**src/inc/login_w1_pkg.sv**
```systemverilog
package login_w1_pkg;

    // ****************************************
    // register map
    // ****************************************
    localparam int          ADDR_W    = 8;
    localparam int          DATA_W    = 32;
    localparam logic [7:0]  OFF_CTRL  = 8'h00;
    localparam logic [7:0]  OFF_CMD   = 8'h04;
    localparam logic [7:0]  OFF_STAT  = 8'h08;
    localparam logic [7:0]  OFF_TXW   = 8'h0C;
    localparam logic [7:0]  OFF_RXW   = 8'h10;
    localparam logic [7:0]  OFF_RXF   = 8'h14;
    localparam logic [7:0]  OFF_RXA   = 8'h18;
    localparam logic [7:0]  OFF_SEQ   = 8'h1C;
    localparam logic [31:0] CTRL_RST  = 32'h0000_0000;

    // ****************************************
    // word 1 bit positions
    // ****************************************
    localparam int W1_B31 = 31;
    localparam int W1_B29 = 29;
    localparam int W1_B28 = 28;
    localparam int W1_B27 = 27;
    localparam int W1_B26 = 26;
    localparam int W1_B24 = 24;
    localparam int W1_B23 = 23;
    localparam int W1_B22 = 22;
    localparam int W1_B20 = 20;
    localparam int W1_B19 = 19;
    localparam int W1_B18 = 18;
    localparam int W1_B17 = 17;

    // ****************************************
    // field layouts
    // ****************************************
    localparam int STAT_TYPE_LSB = 0;
    localparam int STAT_NS_BIT   = 2;
    localparam int STAT_CONT_BIT = 3;
    localparam int STAT_CNT_LSB  = 8;
    localparam int PRIO_W        = 8;
    localparam int SEQCNT_W      = 16;

    typedef enum logic [1:0] {
        FT_PLOGI     = 2'b00,
        FT_PLOGI_ACC = 2'b01,
        FT_FLOGI     = 2'b10,
        FT_FLOGI_ACC = 2'b11
    } frame_e;

    typedef enum logic {
        SK_TX = 1'b0,
        SK_RX = 1'b1
    } seq_kind_e;

    // local features, low bits of the control register
    typedef struct packed {
        logic vendor17;
        logic seq_cont;
        logic dhd;
        logic rttov_short;
        logic clk_sync;
        logic no_multiframe;
        logic els_size_diff;
        logic rpbc_support;
        logic qbc_req;
        logic prio_class;
        logic prio_tag;
        logic broadcast;
        logic app_hdr;
        logic edtov_ns;
        logic ns_begin;
        logic alt_credit;
        logic is_fabric;
        logic mnpid_assign_cap;
        logic mnpid_support;
        logic vvl_valid;
    } cfg_s;

    typedef struct packed {
        logic vendor17;
        logic seq_cont;
        logic dhd;
        logic rttov_short;
        logic clk_sync;
        logic qbc;
        logic prio_tag;
        logic broadcast;
        logic app_hdr;
        logic edtov_ns;
        logic ns_begin;
        logic ns_started;
        logic alt_credit;
        logic port_role;
        logic mnpid_support;
        logic mnpid_assign;
        logic vvl_valid;
    } flags_s;

    typedef struct packed {
        seq_kind_e         kind;
        logic              first;
        logic              orig;
        logic              new_seq;
        logic [PRIO_W-1:0] prio;
    } seq_req_s;

    typedef struct packed {
        logic [PRIO_W-1:0]   prio;
        logic [SEQCNT_W-1:0] cnt;
    } seq_ans_s;

endpackage

```
**src/logic/login_w1_host.sv**
```systemverilog
`timescale 1ns/100ps
module login_w1_host #(
    parameter int XID_W = 4
) (
    input  wire logic                 sys_clk,
    input  wire logic                 reset,
    input  wire logic [7:0]           reg_addr,
    input  wire logic [31:0]          reg_wdata,
    input  wire logic                 reg_wr,
    input  wire logic                 reg_rd,
    output logic      [31:0]          reg_rdata,
    output logic                      tx_w1_valid,
    output login_w1_pkg::frame_e      tx_w1_type,
    output logic      [31:0]          tx_w1,
    input  wire logic                 rx_w1_valid,
    input  login_w1_pkg::frame_e      rx_w1_type,
    input  wire logic [31:0]          rx_w1,
    input  wire logic                 seq_valid,
    output logic                      seq_ready,
    input  wire logic [XID_W-1:0]     seq_xid,
    input  login_w1_pkg::seq_req_s    seq_req,
    output logic                      seq_ans_valid,
    output login_w1_pkg::seq_ans_s    seq_ans
);

    // ****************************************
    // elaboration checks
    // ****************************************
    generate
        if (XID_W < 1 || XID_W > 12) begin : g_bad_xid
            $error("XID_W must lie between 1 and 12");
        end
    endgenerate

    localparam int MEM_DW = $bits(login_w1_pkg::seq_ans_s);

    typedef enum logic [1:0] {
        S_IDLE = 2'b00,
        S_READ = 2'b01,
        S_DONE = 2'b10
    } seq_state_e;

    typedef struct packed {
        login_w1_pkg::cfg_s     cfg;
        logic [31:0]            txw;
        logic                   txv;
        login_w1_pkg::frame_e   txt;
        logic [31:0]            rxw;
        login_w1_pkg::frame_e   rxt;
        logic [7:0]             rxcnt;
        logic                   req31;
        logic                   req26;
        logic                   ns_session;
        logic [31:0]            rdata;
        seq_state_e             sst;
        logic [XID_W-1:0]       xid;
        login_w1_pkg::seq_req_s req;
        logic                   ansv;
        login_w1_pkg::seq_ans_s ans;
    } host_state_s;

    host_state_s st_r;
    host_state_s st_nxt;

    login_w1_pkg::flags_s   dec_flags;
    login_w1_pkg::flags_s   dec_applic;
    logic [MEM_DW-1:0]      mem_rdata;
    logic                   mem_rd;
    logic                   mem_wr;
    logic [MEM_DW-1:0]      mem_wdata;

    // ****************************************
    // word 1 builder
    // ****************************************
    function automatic logic [31:0] build_w1(
        input login_w1_pkg::frame_e ft,
        input login_w1_pkg::cfg_s   c,
        input logic                 r31,
        input logic                 r26
    );
        logic [31:0] w;
        logic        facc;
        logic        freq;
        w    = 32'h0000_0000;
        facc = (ft == login_w1_pkg::FT_FLOGI_ACC);
        freq = (ft == login_w1_pkg::FT_FLOGI);
        w[login_w1_pkg::W1_B31] = freq && c.mnpid_support;
        if (facc) begin
            w[login_w1_pkg::W1_B29] = r31 && c.mnpid_assign_cap;
        end else begin
            w[login_w1_pkg::W1_B29] = c.vvl_valid;
        end
        // role bit only in fabric reply
        w[login_w1_pkg::W1_B28] = facc && c.is_fabric;
        if (facc) begin
            w[login_w1_pkg::W1_B27] = r26 && c.is_fabric;
        end else begin
            w[login_w1_pkg::W1_B27] = c.alt_credit;
        end
        w[login_w1_pkg::W1_B26] = freq ? c.ns_begin : c.edtov_ns;
        w[login_w1_pkg::W1_B24] = facc ? (c.broadcast && c.is_fabric) : c.app_hdr;
        w[login_w1_pkg::W1_B23] = c.prio_tag && c.prio_class;
        w[login_w1_pkg::W1_B22] = c.qbc_req && c.rpbc_support
                                  && (c.els_size_diff || c.no_multiframe);
        w[login_w1_pkg::W1_B20] = !freq && c.clk_sync;
        w[login_w1_pkg::W1_B19] = c.rttov_short;
        w[login_w1_pkg::W1_B18] = c.dhd;
        w[login_w1_pkg::W1_B17] = (facc || freq) ? c.vendor17 : c.seq_cont;
        return w;
    endfunction

    // ****************************************
    // receive decoder
    // ****************************************
    // per-type decode
    w1_decode u_dec (
        .sys_clk  (sys_clk),
        .reset    (reset),
        .in_valid (rx_w1_valid),
        .ftype    (rx_w1_type),
        .w1       (rx_w1),
        .flags    (dec_flags),
        .applic   (dec_applic)
    );

    // ****************************************
    // per-exchange counter memory
    // ****************************************
    seq_mem #(
        .AW (XID_W),
        .DW (MEM_DW)
    ) u_mem (
        .sys_clk (sys_clk),
        .reset   (reset),
        .rd_en   (mem_rd),
        .raddr   (seq_xid),
        .rdata   (mem_rdata),
        .wr_en   (mem_wr),
        .waddr   (st_r.xid),
        .wdata   (mem_wdata)
    );

    // one exchange update in flight: avoids a read-modify-write race
    assign seq_ready = (st_r.sst == S_IDLE);
    assign mem_rd    = seq_ready && seq_valid;
    assign mem_wr    = (st_r.sst == S_READ);
    assign mem_wdata = st_nxt.ans;

    // ****************************************
    // next state
    // ****************************************
    always_comb begin
        login_w1_pkg::seq_ans_s old;
        login_w1_pkg::seq_ans_s nw;
        logic [31:0]            rmux;
        old    = login_w1_pkg::seq_ans_s'(mem_rdata);
        nw     = old;
        rmux   = 32'h0000_0000;
        st_nxt = st_r;
        st_nxt.txv  = 1'b0;
        st_nxt.ansv = 1'b0;

        if (reg_wr && reg_addr == login_w1_pkg::OFF_CTRL) begin
            st_nxt.cfg = login_w1_pkg::cfg_s'(reg_wdata[$bits(login_w1_pkg::cfg_s)-1:0]);
        end
        if (reg_wr && reg_addr == login_w1_pkg::OFF_CMD) begin
            st_nxt.txt = login_w1_pkg::frame_e'(reg_wdata[1:0]);
            st_nxt.txw = build_w1(login_w1_pkg::frame_e'(reg_wdata[1:0]), st_r.cfg,
                                  st_r.req31, st_r.req26);
            st_nxt.txv = 1'b1;
        end

        if (rx_w1_valid) begin
            st_nxt.rxw   = rx_w1;
            st_nxt.rxt   = rx_w1_type;
            st_nxt.rxcnt = st_r.rxcnt + 8'h01;
            if (rx_w1_type == login_w1_pkg::FT_FLOGI) begin
                st_nxt.req31 = rx_w1[login_w1_pkg::W1_B31];
                st_nxt.req26 = rx_w1[login_w1_pkg::W1_B26];
                st_nxt.ns_session = rx_w1[login_w1_pkg::W1_B26] && st_r.cfg.is_fabric;
            end
        end

        case (st_r.sst)
            S_IDLE: begin
                if (seq_valid) begin
                    st_nxt.xid = seq_xid;
                    st_nxt.req = seq_req;
                    st_nxt.sst = S_READ;
                end
            end
            S_READ: begin
                if (st_r.req.kind == login_w1_pkg::SK_RX) begin
                    if (st_r.req.first) begin
                        nw.prio = st_r.req.prio;
                        nw.cnt  = 16'h0000;
                    end
                end else begin
                    if (st_r.req.first && st_r.req.orig) begin
                        nw.prio = st_r.req.prio;
                    end
                    if (st_r.req.first || (st_r.req.new_seq && !st_r.cfg.seq_cont)) begin
                        nw.cnt = 16'h0000;
                    end else begin
                        nw.cnt = old.cnt + 16'h0001;
                    end
                end
                st_nxt.ans  = nw;
                st_nxt.ansv = 1'b1;
                st_nxt.sst  = S_DONE;
            end
            S_DONE: begin
                st_nxt.sst = S_IDLE;
            end
            default: begin
                st_nxt.sst = S_IDLE;
            end
        endcase

        case (reg_addr)
            login_w1_pkg::OFF_CTRL: rmux = 32'(st_r.cfg);
            login_w1_pkg::OFF_STAT: begin
                rmux[login_w1_pkg::STAT_TYPE_LSB +: 2] = st_r.rxt;
                rmux[login_w1_pkg::STAT_NS_BIT]        = st_r.ns_session;
                rmux[login_w1_pkg::STAT_CONT_BIT]      = st_r.cfg.seq_cont;
                rmux[login_w1_pkg::STAT_CNT_LSB +: 8]  = st_r.rxcnt;
            end
            login_w1_pkg::OFF_TXW:  rmux = st_r.txw;
            login_w1_pkg::OFF_RXW:  rmux = st_r.rxw;
            login_w1_pkg::OFF_RXF:  rmux = 32'(dec_flags);
            login_w1_pkg::OFF_RXA:  rmux = 32'(dec_applic);
            login_w1_pkg::OFF_SEQ:  rmux = 32'(st_r.ans);
            default:                rmux = 32'h0000_0000;
        endcase
        // read data valid only in the cycle after the strobe
        st_nxt.rdata = reg_rd ? rmux : 32'h0000_0000;
    end

    // ****************************************
    // state register
    // ****************************************
    always_ff @(posedge sys_clk or posedge reset) begin
        if (reset) begin
            st_r     <= '0;
            st_r.cfg <= login_w1_pkg::cfg_s'(login_w1_pkg::CTRL_RST[$bits(login_w1_pkg::cfg_s)-1:0]);
            st_r.sst <= S_IDLE;
        end else begin
            st_r <= st_nxt;
        end
    end

    assign reg_rdata     = st_r.rdata;
    assign tx_w1_valid   = st_r.txv;
    assign tx_w1_type    = st_r.txt;
    assign tx_w1         = st_r.txw;
    assign seq_ans_valid = st_r.ansv;
    assign seq_ans       = st_r.ans;

endmodule

```
**src/logic/seq_mem.sv**
```systemverilog
`timescale 1ns/100ps
module seq_mem #(
    parameter int AW = 4,
    parameter int DW = 24
) (
    input  wire logic          sys_clk,
    input  wire logic          reset,
    input  wire logic          rd_en,
    input  wire logic [AW-1:0] raddr,
    output logic      [DW-1:0] rdata,
    input  wire logic          wr_en,
    input  wire logic [AW-1:0] waddr,
    input  wire logic [DW-1:0] wdata
);

    // ****************************************
    // storage
    // ****************************************
    // array has no reset: every exchange starts with a first-frame write
    logic [DW-1:0] mem [2**AW];
    logic [DW-1:0] rdata_r;
    logic [DW-1:0] rdata_nxt;

    always_comb begin
        rdata_nxt = rd_en ? mem[raddr] : rdata_r;
    end

    always_ff @(posedge sys_clk) begin
        if (wr_en) begin
            mem[waddr] <= wdata;
        end
    end

    always_ff @(posedge sys_clk or posedge reset) begin
        if (reset) begin
            rdata_r <= '0;
        end else begin
            rdata_r <= rdata_nxt;
        end
    end

    assign rdata = rdata_r;

endmodule

```
**src/logic/w1_decode.sv**
```systemverilog
`timescale 1ns/100ps
module w1_decode (
    input  wire logic                  sys_clk,
    input  wire logic                  reset,
    input  wire logic                  in_valid,
    input  login_w1_pkg::frame_e       ftype,
    input  wire logic [31:0]           w1,
    output login_w1_pkg::flags_s       flags,
    output login_w1_pkg::flags_s       applic
);

    typedef struct packed {
        login_w1_pkg::flags_s f;
        login_w1_pkg::flags_s a;
    } dec_state_s;

    dec_state_s st_r;
    dec_state_s st_nxt;

    // ****************************************
    // applicability per frame type
    // ****************************************
    function automatic login_w1_pkg::flags_s applic_of(input login_w1_pkg::frame_e ft);
        login_w1_pkg::flags_s a;
        logic                 facc;
        logic                 freq;
        facc = (ft == login_w1_pkg::FT_FLOGI_ACC);
        freq = (ft == login_w1_pkg::FT_FLOGI);
        // vendor version not in fabric reply
        a.vvl_valid     = !facc;
        a.mnpid_assign  = facc;
        a.mnpid_support = freq;
        a.port_role     = 1'b1;
        a.alt_credit    = !facc;
        a.ns_started    = facc;
        // session begin only in fabric login
        a.ns_begin      = freq;
        a.edtov_ns      = !freq;
        a.app_hdr       = !facc;
        a.broadcast     = facc;
        a.prio_tag      = 1'b1;
        a.qbc           = 1'b1;
        // clock sync not in fabric request
        a.clk_sync      = !freq;
        a.rttov_short   = 1'b1;
        a.dhd           = 1'b1;
        // bit 17 vendor specific in fabric frames
        a.seq_cont      = !(facc || freq);
        a.vendor17      = facc || freq;
        return a;
    endfunction

    always_comb begin
        login_w1_pkg::flags_s raw;
        login_w1_pkg::flags_s ap;
        raw = '0;
        ap  = applic_of(ftype);
        st_nxt = st_r;
        raw.vvl_valid     = w1[login_w1_pkg::W1_B29];
        raw.mnpid_assign  = w1[login_w1_pkg::W1_B29];
        raw.mnpid_support = w1[login_w1_pkg::W1_B31];
        raw.port_role     = w1[login_w1_pkg::W1_B28];
        raw.alt_credit    = w1[login_w1_pkg::W1_B27];
        raw.ns_started    = w1[login_w1_pkg::W1_B27];
        raw.ns_begin      = w1[login_w1_pkg::W1_B26];
        raw.edtov_ns      = w1[login_w1_pkg::W1_B26];
        raw.app_hdr       = w1[login_w1_pkg::W1_B24];
        raw.broadcast     = w1[login_w1_pkg::W1_B24];
        raw.prio_tag      = w1[login_w1_pkg::W1_B23];
        raw.qbc           = w1[login_w1_pkg::W1_B22];
        raw.clk_sync      = w1[login_w1_pkg::W1_B20];
        raw.rttov_short   = w1[login_w1_pkg::W1_B19];
        raw.dhd           = w1[login_w1_pkg::W1_B18];
        raw.seq_cont      = w1[login_w1_pkg::W1_B17];
        raw.vendor17      = w1[login_w1_pkg::W1_B17];
        if (in_valid) begin
            // not-applicable flags read as zero
            st_nxt.f = raw & ap;
            st_nxt.a = ap;
        end
    end

    always_ff @(posedge sys_clk or posedge reset) begin
        if (reset) begin
            st_r <= '0;
        end else begin
            st_r <= st_nxt;
        end
    end

    assign flags  = st_r.f;
    assign applic = st_r.a;

endmodule

```
**config.mk**
```make
export PLATFORM = sky130hd
export DESIGN_NAME = login_w1_host
export DESIGN_NICKNAME = d
export VERILOG_FILES = /design/src/inc/login_w1_pkg.sv /design/src/logic/login_w1_host.sv /design/src/logic/seq_mem.sv /design/src/logic/w1_decode.sv
export SDC_FILE = /design/constraint.sdc
export NUM_CORES = 1
export LEC_CHECK = 0
export ABC_AREA = 1
export BUFFER_PORTS_ARGS = -buffer_cell sky130_fd_sc_hd__buf_2
export CORE_AREA = 3 3 211 213
export DETAILED_ROUTE_END_ITERATION = 6
export DIE_AREA = 0 0 214 216
export PLACE_DENSITY = 0.78
export SETUP_SLACK_MARGIN = 0.2
export SYNTH_ARGS = -nofsm -noshare
export SYNTH_HDL_FRONTEND = slang
export SYNTH_HIERARCHICAL = 1
export SYNTH_SLANG_ARGS = --single-unit
```
**constraint.sdc**
```tcl
create_clock -name sys_clk -period 10.48 [get_ports sys_clk]
set_clock_uncertainty 0.1 [all_clocks]
set_input_delay 0.524 -clock sys_clk [delete_from_list [all_inputs] [get_ports sys_clk]]
set_output_delay 0.524 -clock sys_clk [all_outputs]
set_load 0.005 [all_outputs]
```
Word level (Yosys, flattened, before mapping)
Memory sizes are Yosys's and may differ from the RTL's. A register that Yosys moved wholly into a read port is not among the register bits.
Index checks and enable logic that the tools add are counted.

word-level totals
  bits in registers = 179
  bits in writable memories = 384
  input port bits = 96
  output and inout port bits = 93
  logic and storage cells = 129
  memories = 1

memory list
  memory     depth  bits a word  read ports  clocked after Yosys merged registers in  write ports  line           source
  u_mem.mem  16     24           1           1                                        1            seq_mem.sv:20  logic [DW-1:0] mem [2**AW];

operators by class
  add/subtract/negate cells = 2
  equality and inequality tests = 13
  mux-type cells = 20
  bitwise logic cells = 1
  reductions and logical operators = 28

operators with widths
  operator                                                                number
  16-bit case mux with 6 select lines                                     1
  24-bit two-way mux                                                      2
  8-bit case mux with 6 select lines                                      1
  8-bit by 5-bit equality test with 1-bit output (second input constant)  4
  32-bit two-way mux                                                      1
  25-bit two-way mux                                                      1
  4-bit case mux with 6 select lines                                      1
  4-bit case mux with 5 select lines                                      1
  18-bit two-way mux                                                      1
  17-bit AND                                                              1
  16-bit by 1-bit adder with 16-bit output (second input constant)        1
  8-bit by 4-bit equality test with 1-bit output (second input constant)  2
  16-bit two-way mux                                                      1
  1-bit logical AND                                                       15
  8-bit by 1-bit adder with 8-bit output (second input constant)          1
  2-bit equality test (second input constant)                             4
  8-bit by 3-bit equality test with 1-bit output (second input constant)  1
  8-bit zero test                                                         1
  8-bit two-way mux                                                       1
  1-bit two-way mux                                                       7
  1-bit zero test                                                         5
  1-bit logical OR                                                        4
  2-bit case mux with 2 select lines                                      1
  2-bit AND reduction                                                     2
  other kinds (4)                                                         4

Depth between registers and ports, before layout
  word-level depth = 6
  gate-level depth with buffers = 11
  gate-level depth less buffers = 9

Hierarchy
The synthesis kept the hierarchy.

by module, submodules not included
  module         times used  cells an instance  area an instance (um2)  seq. area each (um2)
  seq_mem        1           1,388              16,315.6                12,131.6
  login_w1_host  1           1,081              8,306.7                 3,878.7
  w1_decode      1           112                1,043.5                 600.6

Worst setup path after synthesis
Ideal clock, no wire load.

  path kind = register to register
  from = reg st_r[42] (netlist bit)
  to = mem u_mem.mem[12][0] (enable)
  setup time = 405 ps
  data arrival time = 2,169 ps
  required time = 9,975 ps
  slack = 7,806 ps
  cell stages (with the launch flop) = 6
  buffers on the path = 2
  path through = dfrtp_1 > nor2_1 > clkbuf_1 > buf_2 > nand3_1 > nor2_1

between the ends
  longest elaborated chain between the ends = 3

RTL lines
  what                                            line                  source
  start: declaration                              login_w1_host.sv:62   host_state_s st_r;
  start signal: assignment                        login_w1_host.sv:248  st_r <= st_nxt;
  2-bit by 1-bit equality test with 1-bit output  n/a
  named net mem_wr                                login_w1_host.sv:69   logic mem_wr;
  1-bit two-way mux                               seq_mem.sv:29         if (wr_en) begin
  1-bit two-way mux (implied by the code)         seq_mem.sv:30         mem[waddr] <= wdata;
  end: declaration                                seq_mem.sv:20

The timed path passes the listed nets, and every way through them passes these cells.

Worst setup path after layout
  from = reg st_r[41] (netlist bit)
  to = mem u_mem.mem[9][15] (enable)

between the ends
  longest elaborated chain between the ends = 3

RTL lines
  what                                            line
  2-bit by 1-bit equality test with 1-bit output  n/a
  1-bit two-way mux                               seq_mem.sv:29
  1-bit two-way mux (implied by the code)         seq_mem.sv:30

Every way passes these cells.

==> metrics.cfg <==
[cells_and_area]
drive_gt1_share_pct = 13.14
multiInputGateArea_sq_mm = 0.007305
area_delta_synth_final_pct = 9.223
nFillCells = 3149
seq_area_sq_mm = 0.01661
final_core_util_pct = 65.37
fin_nets = 2729
n_antenna_cell = 0

[run_status]
outcome = complete, but fails checks
violations = design-rule violations

[floorplanning]
row_count = 76
die_area_sq_mm = 0.04622
dieHeight_um = 216
die_x_um = 214
io_pins = 189
start_util_pct = 59.85
coreArea_sq_mm = 0.04289

[synth]
syn_area_per_cell_sq_um = 9.944
synth-main-ff-cell = edfxtp_1
synthCells = 2581
ys_warn_count = 6
ys_seq_elements = 587
synth_most_common_cell = nand2_1
ys_top_cells_by_count = nand2_1, nand3_1, edfxtp_1
ys_types = 38
syn-cell-area_sq_mm = 0.02567
ys_seq_area_share_pct = 64.72
ys_async_sr_fraction_pct = 34.58
synth_top_cells_by_area = edfxtp_1, dfrtp_1, nand2_1
synth_top_cell_area_share_pct = 44.93
synth_edf_count = 384
synth_largest_area_cell = edfxtp_1

[power]
powerDensity_mw_per_mm2 = 205.2
peakVddDrop_v = 0.0001418
leakagePower_nw = 12.21

[cts]
htree_levels = 2
clk_latency_ps = 610
clock-sinks = 587
cts_tree = built
numCtsBuffers = 55
cts_setup_buffers = 0
clk_pin_slew_ps = 60
cts-root-to-sink-buffers = 3
clockRootBuffer = clkbuf_16

[critical_path]
r2r-start = st_r[41]$_DFFE_PP0P_
rrSetupSlack_ps = 7450
startpoint_type = flop
cp_cell_sequence = inv_1, nor2_4, buf_4, nand3b_1, nor2_2, buf_4
worst_path_most_repeated_cell = buf_4
cp_slowest_cell = nor2_2
r2r_end = u_mem/mem[9][15]$_DFFE_PP_
cp.required_ps = 10660
critical-path-max-stage-delay_ps = 910
r2r_cells = 6
crit_path_end_kind = flop
cp.arrival_ps = 3210
critPathKind = reg -> reg
path_max_fanout = 43

[grt]
grt_pass1_wl_um = 101700
grt_pass1_vias = 18220
grt_usage_pct = 28.39
grt_max_degree = 108
overflow = 0
antenna_found_initial = 0

[drt]
postRouteAntennaNets = 0
wl_um = 66420
vias = 18950
drc = 13
wl_per_cell_um = 20.36
drt-pass1-iter-count = 7
via_per_inst = 5.807
drtIter0Drc = 2202

[timing]
finalCriticalPeriod_ps = 3034
slew_headroom_pct = 9.310
fin_crit_sh_pct = 28.95
hold_viol = 0
maxSlewViolCount = 0
tightest_slew_ps = 1360
finalSetupViolations = 0
fmax_ghz = 0.3297
rsz0062_at_grt = false
fin_tns_setup_ps = 0

[hold_path]
hold_path_depth = 3
hold_path.startpoint = seq_req[7]
hold_path_class = in -> reg
min_to = st_r[32]$_DFFE_PP0P_

[placement]
port_buffers = 156
gp_congestion = 0.9084
dp_hpwl_um = 39240

[flow_run]
drv_cap = 0

## critical path, delay by kind of cell, from the launching register on
family / cells / cell delay, ps
AND/OR/NAND/NOR: 3 / 1290
buffers and inverters: 3 / 940
flip-flops: 1 / 360
## registers in the layout, indices dropped and copies added, names as in the netlist
| signal | cells |
|---|---|
| st_r | 83 |
| tx_w1 | 12 |
| u_dec/flags | 17 |
| u_mem/rdata | 24 |
| u_dec/applic | 7 |
| u_mem/mem | 384 |
| tx_w1_valid | 1 |
| tx_w1_type | 2 |
| reg_rdata | 32 |
| seq_ans_valid | 1 |
| seq_ans | 24 |
## report_power, final
group / switching [mW] / internal [mW]
clock: 0.853 / 1.15
sequential: 0.142 / 2.84
combinational: 0.574 / 0.201
## area by class of cell
type,count,share of cell area [%]
Sequential cell,587,59.25
Multi-Input combinational cell,1677,26.06
Clock buffer,79,5.753
Timing Repair Buffer,202,4.062
Tap cell,585,2.611
Inverter,108,1.473
Clock inverter,25,0.7900
## metal layers
layer	part of all wire, %	vias to the layer above	global-route usage [%]
met5	0	-	0
met4	3.9	0	11.79
met3	11	197	5.477
met2	46	1162	44.56
met1	39	9059	39.49
li1	-	8530	-
## how the worst max path moves through the flow
| stage | startpoint | endpoint | slack, ps | cells past startpoint |
|---|---|---|---|---|
| floorplan | reset | reg_rdata[0]$_DFF_PP0_ | 5680 | 1 |
| global placement | seq_xid[0] | u_mem/rdata[23]$_DFFE_PP0P_ | 7210 | 11 |
| detailed placement | seq_xid[0] | u_mem/rdata[5]$_DFFE_PP0P_ | 7130 | 11 |
| CTS | st_r[41]$_DFFE_PP0P_ | u_mem/mem[10][14]$_DFFE_PP_ | 7550 | 6 |
| global route | u_mem/rdata[1]$_DFFE_PP0P_ | u_mem/mem[9][14]$_DFFE_PP_ | 7380 | 7 |
| finish | st_r[41]$_DFFE_PP0P_ | u_mem/mem[9][15]$_DFFE_PP_ | 7450 | 6 |
## repair_timing
item | in CTS | in global routing
hold buffers | 3 | 0
hold endpoints to repair | 26 | 0
gates resized for setup | 0 | 0
## metrics by stage
step | hold slack [ps] | instances | setup slack, ps | power, mW | area, sq um
6_report | 20.68 | 3263 | 7447 | 5.753 | 28030
5_1_grt | 21.14 | 3263 | 7378 | 5.964 | 28030
4_1_cts | 0.5803 | 3263 | 7550 | 5.762 | 28030
3_5_place_dp | 358.3 | 3156 | 7129 | 3.778 | 26170
3_3_place_gp | 354.5 | 3156 | 7214 | 3.743 | 26170
2_1_floorplan | 323.7 | 2600 | 5678 | 3.479 | 25740
## cells in the final DEF (no fill, tap or decap), drive strengths merged, types with 36 or more instances in the layout
cell and instances:
nand2 1019, nand3 389, edfxtp 384, dfrtp 203, buf 199, inv 109
nor2 100, clkbuf 79, o21ai 71, a21oi 36
## kinds of logic after synthesis
logic type | share of synthesized area (%)
xor+xnor | 0.2047
buf+inv | 7.303
simple gates | 24.97
other cells | 0.01461
fa+ha+maj | 0.09748
compound gates | 2.686
flops | 64.72
Power figures use the tool's default switching activity.
